[config.mk]
export PLATFORM = sky130hd
export DESIGN_NAME = lbm_monitor
export DESIGN_NICKNAME = d
export VERILOG_FILES = /design/src/include/lbm_pkg.sv /design/src/logic/lbm_cycle_timer.sv /design/src/logic/lbm_monitor.sv
export SDC_FILE = /design/constraint.sdc
export NUM_CORES = 1
export LEC_CHECK = 0
export BUFFER_PORTS_ARGS = -buffer_cell sky130_fd_sc_hd__buf_2
export CAP_MARGIN = 20
export CORE_UTILIZATION = 25
export CTS_CLUSTER_DIAMETER = 150
export CTS_CLUSTER_SIZE = 40
export DETAILED_ROUTE_END_ITERATION = 7
export GPL_ROUTABILITY_DRIVEN = 1
export PLACE_DENSITY_LB_ADDON = 0.1
export SLEW_MARGIN = 0
export SYNTH_ARGS = -nofsm -noshare
export SYNTH_HDL_FRONTEND = slang
export SYNTH_HIERARCHICAL = 1
export SYNTH_SLANG_ARGS = --single-unit
[constraint.sdc]
create_clock -name pclk -period 3.4 [get_ports pclk]
set_input_delay 0.34 -clock pclk [delete_from_list [all_inputs] [get_ports pclk]]
set_output_delay 0.34 -clock pclk [all_outputs]
set_load 0.005 [all_outputs]
[src/include/lbm_pkg.sv]
package lbm_pkg;

   // Observation cycle length and the clock rate it is counted at.
   localparam int CYCLE_MS = 128;
   localparam int CLK_HZ = 10_000_000;
   // Cycles per observation window; the product stays below two to the thirty-first.
   localparam int CYCLE_TICKS = CYCLE_MS * (CLK_HZ / 1000);
   localparam int TICK_W = 21;

   // Register indices; the byte address on the bus is four times the index.
   localparam logic [7:0] IDX_UPPER_THR = 8'h58;
   localparam logic [7:0] IDX_LOWER_THR = 8'h59;
   localparam logic [7:0] IDX_BUCKET_SIZE = 8'h5a;
   localparam logic [7:0] IDX_LEAK_RATE = 8'h5b;
   localparam logic [7:0] IDX_STATUS = 8'h60;

   // Reset values.
   localparam logic [7:0] RST_UPPER_THR = 8'h06;
   localparam logic [7:0] RST_LOWER_THR = 8'h04;
   localparam logic [7:0] RST_BUCKET_SIZE = 8'h08;
   localparam logic [1:0] RST_LEAK_RATE = 2'h1;

   // Field layout: leak rate in bits 1:0, status count in 7:0 and alarm in bit 8.
   localparam int LEAK_RATE_W = 2;
   localparam int STAT_ALARM_BIT = 8;
   localparam int PADDR_W = 12;

   // Smallest legal bucket size; a written zero is treated as this.
   localparam logic [7:0] MIN_BUCKET_SIZE = 8'h01;

   // Alarm state, one bit so the two states differ in one bit.
   typedef enum logic {
      AL_CLEAR = 1'b0,
      AL_RAISED = 1'b1
   } lbm_alarm_e;

endpackage

[src/logic/lbm_cycle_timer.sv]
`timescale 1ns/1ps
module lbm_cycle_timer
   import lbm_pkg::*;
#(
   parameter int TICKS = CYCLE_TICKS
) (
   input wire logic pclk,
   input wire logic presetn,
   output logic cycle_end
);

   logic [TICK_W-1:0] tick_count;

   // Free-running window counter; wraps at the end of every observation cycle.
   always_ff @(posedge pclk or negedge presetn) begin
      if (!presetn) begin
         tick_count <= '0;
      end else if (tick_count == TICK_W'(TICKS - 1)) begin
         tick_count <= '0;
      end else begin
         tick_count <= tick_count + TICK_W'(1);
      end
   end

   // Registered end-of-window pulse, one clock wide.
   always_ff @(posedge pclk or negedge presetn) begin
      if (!presetn) begin
         cycle_end <= 1'b0;
      end else begin
         cycle_end <= (tick_count == TICK_W'(TICKS - 1));
      end
   end

endmodule

[src/logic/lbm_monitor.sv]
// Added by the designer: the APB interface to the registers.
`timescale 1ns/1ps
// What this block does
// - Activity is judged over back-to-back fixed observation windows of 128 ms and the count moves only at their end or on a lowered bucket size.
// - Each window in which the input was failed or erratic adds exactly one to the count.
// - A whole decay period without any faulty window takes exactly one from the count at its end.
// - Leak rate codes 00, 01, 10 and 11 give decay periods of 1, 2, 4 and 8 windows.
// - The count never exceeds the bucket size, 1 to 255, and faulty windows at the top leave it unchanged.
// - The inactivity alarm rises when the count reaches the upper threshold.
// - A raised alarm clears when the count falls to the lower threshold.
module lbm_monitor
   import lbm_pkg::*;
#(
   parameter int TICKS = CYCLE_TICKS
) (
   input wire logic pclk,
   input wire logic presetn,
   input wire logic psel,
   input wire logic penable,
   input wire logic pwrite,
   input wire logic [PADDR_W-1:0] paddr,
   input wire logic [31:0] pwdata,
   output logic [31:0] prdata,
   output logic pready,
   output logic pslverr,
   input wire logic ref_fault,
   output logic [7:0] bucket_count,
   output logic inactivity_alarm
);

   // Byte address of a register index.
   function automatic logic [PADDR_W-1:0] addr_of(input logic [7:0] idx);
      addr_of = {2'b00, idx, 2'b00};
   endfunction

   // Number of windows in one decay period for a leak rate code.
   function automatic logic [3:0] period_of(input logic [LEAK_RATE_W-1:0] rate);
      period_of = 4'h1 << rate;
   endfunction

   // Bucket size in force; a written zero acts as the smallest legal size.
   function automatic logic [7:0] size_of(input logic [7:0] sz);
      size_of = (sz == 8'h00) ? MIN_BUCKET_SIZE : sz;
   endfunction

   logic [7:0] upper_thr;
   logic [7:0] lower_thr;
   logic [7:0] bucket_max_size_set2;
   logic [LEAK_RATE_W-1:0] bucket_leak_rate_set2;
   logic cycle_end;
   logic fault_seen;
   logic cyc_faulty;
   logic [2:0] quiet_cycles;
   logic decay_hit;
   logic [7:0] eff_size;
   logic [7:0] next_count;
   lbm_alarm_e alarm_state;
   lbm_alarm_e next_alarm;
   logic wr_en;
   logic rd_setup;
   logic mapped;
   logic [31:0] rd_mux;

   // Window timer; its pulse paces every change of the count except the pull-down to a lowered bucket size.
   lbm_cycle_timer #(
      .TICKS(TICKS)
   ) u_timer (
      .pclk(pclk),
      .presetn(presetn),
      .cycle_end(cycle_end)
   );

   // Bus decode. The slave answers in the first access cycle, so pready is held high.
   assign mapped = (paddr == addr_of(IDX_UPPER_THR)) || (paddr == addr_of(IDX_LOWER_THR)) ||
                   (paddr == addr_of(IDX_BUCKET_SIZE)) || (paddr == addr_of(IDX_LEAK_RATE)) ||
                   (paddr == addr_of(IDX_STATUS));
   assign pready = 1'b1;
   assign pslverr = psel && penable && !mapped;
   assign wr_en = psel && penable && pwrite;
   assign rd_setup = psel && !penable && !pwrite;

   // Configuration registers; writes land at the access edge.
   always_ff @(posedge pclk or negedge presetn) begin
      if (!presetn) begin
         upper_thr <= RST_UPPER_THR;
         lower_thr <= RST_LOWER_THR;
         bucket_max_size_set2 <= RST_BUCKET_SIZE;
         bucket_leak_rate_set2 <= RST_LEAK_RATE;
      end else if (wr_en) begin
         if (paddr == addr_of(IDX_UPPER_THR)) begin
            upper_thr <= pwdata[7:0];
         end
         if (paddr == addr_of(IDX_LOWER_THR)) begin
            lower_thr <= pwdata[7:0];
         end
         if (paddr == addr_of(IDX_BUCKET_SIZE)) begin
            bucket_max_size_set2 <= pwdata[7:0];
         end
         if (paddr == addr_of(IDX_LEAK_RATE)) begin
            bucket_leak_rate_set2 <= pwdata[LEAK_RATE_W-1:0];
         end
      end
   end

   // Read multiplexer; unused upper bits read as zero.
   always_comb begin
      rd_mux = 32'h0000_0000;
      if (paddr == addr_of(IDX_UPPER_THR)) begin
         rd_mux = {24'h00_0000, upper_thr};
      end else if (paddr == addr_of(IDX_LOWER_THR)) begin
         rd_mux = {24'h00_0000, lower_thr};
      end else if (paddr == addr_of(IDX_BUCKET_SIZE)) begin
         rd_mux = {24'h00_0000, bucket_max_size_set2};
      end else if (paddr == addr_of(IDX_LEAK_RATE)) begin
         rd_mux = {30'h0000_0000, bucket_leak_rate_set2};
      end else if (paddr == addr_of(IDX_STATUS)) begin
         rd_mux = {23'h00_0000, inactivity_alarm, bucket_count};
      end
   end

   // Read data is captured in the setup cycle so it comes from a flip-flop in the access cycle.
   always_ff @(posedge pclk or negedge presetn) begin
      if (!presetn) begin
         prdata <= 32'h0000_0000;
      end else if (rd_setup) begin
         prdata <= rd_mux;
      end
   end

   // A fault anywhere in the window marks it; a fault on the closing edge still counts for this window.
   assign cyc_faulty = fault_seen || ref_fault;

   // Window fault memory; it may clear on the closing edge because that edge is already folded into cyc_faulty.
   always_ff @(posedge pclk or negedge presetn) begin
      if (!presetn) begin
         fault_seen <= 1'b0;
      end else if (cycle_end) begin
         fault_seen <= 1'b0;
      end else if (ref_fault) begin
         fault_seen <= 1'b1;
      end
   end

   // Quiet windows since the last decrement or fault; a faulty window restarts the period.
   always_ff @(posedge pclk or negedge presetn) begin
      if (!presetn) begin
         quiet_cycles <= 3'h0;
      end else if (cycle_end) begin
         if (cyc_faulty || decay_hit) begin
            quiet_cycles <= 3'h0;
         end else begin
            quiet_cycles <= quiet_cycles + 3'h1;
         end
      end
   end

   // The period ends on the window that completes the programmed number of clean windows.
   // Reprogramming to a shorter period ends it at the first clean window that brings the clean windows counted to the new length or beyond.
   assign decay_hit = cycle_end && !cyc_faulty &&
                      ({1'b0, quiet_cycles} + 4'h1 >= period_of(bucket_leak_rate_set2));
   assign eff_size = size_of(bucket_max_size_set2);

   // Next count. Lowering the size below the count pulls the count down at once.
   always_comb begin
      next_count = bucket_count;
      if (cycle_end && cyc_faulty) begin
         if (bucket_count < eff_size) begin
            next_count = bucket_count + 8'h01;
         end
      end else if (decay_hit && bucket_count != 8'h00) begin
         next_count = bucket_count - 8'h01;
      end
      if (next_count > eff_size) begin
         next_count = eff_size;
      end
   end

   // Count register; it only ever moves by one, or down to a smaller bucket size.
   always_ff @(posedge pclk or negedge presetn) begin
      if (!presetn) begin
         bucket_count <= 8'h00;
      end else begin
         bucket_count <= next_count;
      end
   end

   // Alarm with hysteresis between the two thresholds.
   always_comb begin
      case (alarm_state)
         AL_CLEAR: begin
            next_alarm = (bucket_count >= upper_thr) ? AL_RAISED : AL_CLEAR;
         end
         AL_RAISED: begin
            next_alarm = (bucket_count <= lower_thr) ? AL_CLEAR : AL_RAISED;
         end
         default: begin
            next_alarm = AL_CLEAR;
         end
      endcase
   end

   // Alarm register; it lags the count by one clock, which keeps the pin free of glitches.
   always_ff @(posedge pclk or negedge presetn) begin
      if (!presetn) begin
         alarm_state <= AL_CLEAR;
      end else begin
         alarm_state <= next_alarm;
      end
   end

   // The alarm pin is a plain decode of the one-bit state register.
   assign inactivity_alarm = (alarm_state == AL_RAISED);
endmodule

==> flow_metrics.py <==
metrics = {
    "outcome": {
        "outcome": "complete, but fails checks",
        "failed_checks": "setup timing",
    },
    "power_and_ir_drop": {
        "power_mw": 2.02,
        "leakage_nw": 3.21,
        "ir_worst_vdd_uv": 240,
        "cellPowerDensity_nw_per_um2": 317,
    },
    "floorplan": {
        "fp.dieH_um": 141,
        "die_area_um2": 19800,
        "num_rows": 50,
        "coreArea_um2": 18800,
        "fp.dieW_um": 141,
        "initial_core_util": 0.256,
        "pin_count": 93,
    },
    "sta": {
        "report.final.setup_viol": 7,
        "final_max_slew_viol_count": 0,
        "final_period_minus_worst_setup_slack_ns": 3.61,
        "tightest_slew_ns": 0.988,
        "hold_viol": 0,
        "layout_worst_path_cycle_share": 1.06,
        "post-route-worst-setup-slack_ns": -0.209,
        "timing.max_slew.rel_slack": 0.342,
        "totalNegativeSetupSlack_ns": -1.18,
        "unrepaired_setup_endpoints_after_global_routing": "yes",
        "timing.clock.skew_ns": 0.00641,
        "timing.fmax_mhz": 277,
    },
    "clock_tree": {
        "cts_num_sinks": 70,
        "cts-hold-fix-buffers": 0,
        "numCtsBuffers": 9,
        "cts_max_level": 3,
        "clk_latency_ns": 0.34,
        "clock_tree_from_tritoncts": "built",
        "max-clock-path-buffers": 2,
        "path_clk_slew_ns": 0.06,
        "cts-root-buf": "sky130_fd_sc_hd__clkbuf_16",
    },
    "route": {
        "detail_route.first_pass.iterations": 4,
        "post_drt_wl_per_cell_um": 15.9,
        "vias": 4042,
        "drc_errors": 0,
        "vias_per_cell": 4.75,
        "postRouteAntennaNets": 0,
        "dr.first_iter.drc_count": 167,
        "drt_wl_total_um": 13600,
    },
    "synthesis": {
        "yosys_warnings": 6,
        "post-synth-top-area-cell": "sky130_fd_sc_hd__dfrtp_1",
        "post_synth_inst_count": 499,
        "number_of_register_bits_inferred_by_synthesis": 70,
        "ys_dominant_reg_cell": "sky130_fd_sc_hd__dfrtp_1",
        "synthArstFlopShare": 1.00,
        "syn-cell-area_um2": 4800,
        "post_synth_most_frequent_cells": "sky130_fd_sc_hd__dfrtp_1, sky130_fd_sc_hd__nand2_1, sky130_fd_sc_hd__ha_1, sky130_fd_sc_hd__inv_1",
        "count_of_cell_types_in_the_netlist": 72,
        "synth_enable_flop_cells": 0,
        "synth.top_cells.by_area": "sky130_fd_sc_hd__dfrtp_1, sky130_fd_sc_hd__ha_1, sky130_fd_sc_hd__buf_4, sky130_fd_sc_hd__nand2_1, sky130_fd_sc_hd__xnor2_1",
        "synth_most_common_cell": "sky130_fd_sc_hd__dfrtp_1",
        "synth.top_cell.area_share": 0.339,
        "avgSynthCellArea_um2": 9.62,
        "yosysSeqAreaShare": 0.366,
    },
    "finish": {
        "multi_input_comb_area_um2": 2980,
        "finish.instance_area_um2": 6350,
        "post_route_cells_drive_above_1_share": 0.373,
        "flow.area_growth_from_synthesis_pct": 32.2,
        "area.sequential_um2": 1760,
        "filler_cell_count": 1959,
        "stdcell_count": 851,
        "finalNetCount": 701,
    },
    "min_path": {
        "timing.hold.worst.class": "in -> async",
    },
    "worst_setup_path": {
        "criticalPathCategory": "reg -> reg",
        "cp.required_ns": 3.60,
        "path_max_fanout": 7,
        "worst_setup_path_end_kind": "register",
        "cp_data_arrival_time_ns": 3.81,
        "startpoint_type": "register",
    },
    "grt": {
        "grt_pass1_vias": 4142,
        "grt-ovfl-total": 0,
        "grt_util_all_layers": 0.142,
        "grt_pass1_wl_um": 21700,
        "grt_antenna_before_repair": 1,
        "largest_net_degree_at_the_start_of_global_routing": 71,
    },
    "place": {
        "placement.io_buffers": 44,
        "dp_cells": 818,
        "weighted_congestion_reported_at_the_end_of_routability_driven_placement": 0.783,
        "placement_cell_area_um2": 5580,
        "hpwlAfterDp_um": 10000,
    },
    "job": {
        "drv.max_cap_violation_count": 0,
    },
}
state kept, by name, summed over array words and instances, names as in the netlist:
register	flops
u_timer/tick_count	21
prdata	9
bucket_count	8
bucket_max_size_set2	8
lower_thr	8
upper_thr	8
quiet_cycles	3
bucket_leak_rate_set2	2
fault_seen	1
inactivity_alarm	1
u_timer/cycle_end	1
kinds of logic (layout without fill, tap and decap cells):
logic type | after synthesis | in the layout | synth area share
xor+xnor | 23 | 23 | 0.0419
fa+ha+maj | 40 | 40 | 0.104
compound gates | 109 | 109 | 0.163
flops | 70 | 70 | 0.366
buf+inv | 78 | 173 | 0.0930
other cells | 2 | 25 | 0.00156
simple gates | 170 | 170 | 0.214
mux | 7 | 7 | 0.0162
final timing paths:
check,startpoint,endpoint,slack (ns),depth (start not counted)
min in group pclk,pwdata[2],upper_thr[2]$_DFFE_PN1P_,0.23,3
min,presetn,bucket_count[5]$_DFF_PN0_,0.17,1
max reg2reg,quiet_cycles[0]$_DFFE_PN0P_,bucket_count[5]$_DFF_PN0_,-0.21,15
min reg2reg,prdata[2]$_DFFE_PN0P_,prdata[2]$_DFFE_PN0P_,0.47,1
max in group asynchronous,presetn,bucket_max_size_set2[2]$_DFFE_PN0P_,2.54,1
max,quiet_cycles[0]$_DFFE_PN0P_,bucket_count[5]$_DFF_PN0_,-0.21,15
layout make-up:
cell class | count | area share
well taps | 234 | 0.0461
inverters | 37 | 0.0219
repair buffers | 120 | 0.130
flip-flops and latches | 70 | 0.277
diodes | 1 | 0.000394
clock inverters | 5 | 0.0168
multi-input cells | 373 | 0.470
clock buffers | 11 | 0.0382
power by group:
group          switching, mW  leakage, nW  internal, mW  total (mW)
Combinational         0.0445         2.21        0.0171      0.0616
Sequential          0.000525        0.836         0.834       0.835
Clock                  0.380        0.166         0.739        1.12
Total                  0.425         3.21          1.59        2.02
layer usage:
layer | wire, um | global-route usage
met1 | 5940 | 0.174
met2 | 6890 | 0.251
met3 | 535 | 0.0340
met4 | 179 | 0.0372
met5 | 10 | 0
critical path, cell delays in order, from the launching register on:
cell and delay (ns):
sky130_fd_sc_hd__dfrtp_1 0.40, sky130_fd_sc_hd__ha_2 0.36, sky130_fd_sc_hd__ha_4 0.19, sky130_fd_sc_hd__a2111o_1 0.48, sky130_fd_sc_hd__and3_4 0.20, sky130_fd_sc_hd__and3_4 0.19
sky130_fd_sc_hd__a21oi_4 0.14, sky130_fd_sc_hd__xnor2_2 0.09, sky130_fd_sc_hd__ha_1 0.31, sky130_fd_sc_hd__nand3_2 0.09, sky130_fd_sc_hd__nor2_2 0.04, sky130_fd_sc_hd__a32o_2 0.25
sky130_fd_sc_hd__buf_6 0.12, sky130_fd_sc_hd__or2_4 0.30, sky130_fd_sc_hd__a31oi_4 0.15, sky130_fd_sc_hd__o311ai_2 0.14
what timing repair did:
action                     in CTS  in global routing
resized for setup              43                 17
cloned                          0                  0
pin swaps                      24                  1
setup buffers                  14                  3
setup endpoints to repair       7                  8
per-stage QoR:
stage                     hold slack (ns)  setup WS [ns]  utilization
after floorplan                    0.0444       0.000926            -
after global placement              0.458         -0.299        0.297
after detailed placement            0.465         -0.331        0.297
after CTS                           0.208         -0.165        0.333
after global routing                0.232         -0.346        0.338
final                               0.167         -0.209        0.338
cell usage in the layout (no fill, tap or decap), types with 8 or more instances in the layout:
cell type	count
sky130_fd_sc_hd__o21ai_2	8
sky130_fd_sc_hd__dfrtp_1	64
sky130_fd_sc_hd__ha_1	36
sky130_fd_sc_hd__o21ai_0	9
sky130_fd_sc_hd__inv_1	36
sky130_fd_sc_hd__a222oi_1	8
sky130_fd_sc_hd__a21oi_1	16
sky130_fd_sc_hd__and3_1	9
sky130_fd_sc_hd__o21ai_1	17
sky130_fd_sc_hd__conb_1	24
sky130_fd_sc_hd__buf_6	8
sky130_fd_sc_hd__xnor2_1	13
sky130_fd_sc_hd__buf_4	69
sky130_fd_sc_hd__nand2_1	41
sky130_fd_sc_hd__clkbuf_16	9
sky130_fd_sc_hd__nand4_1	8
sky130_fd_sc_hd__nor2_1	19
sky130_fd_sc_hd__a21o_1	13
sky130_fd_sc_hd__buf_2	43
sky130_fd_sc_hd__nand3_1	10
sky130_fd_sc_hd__nand2b_1	8
Note: power is estimated with default switching activity, not from simulation.
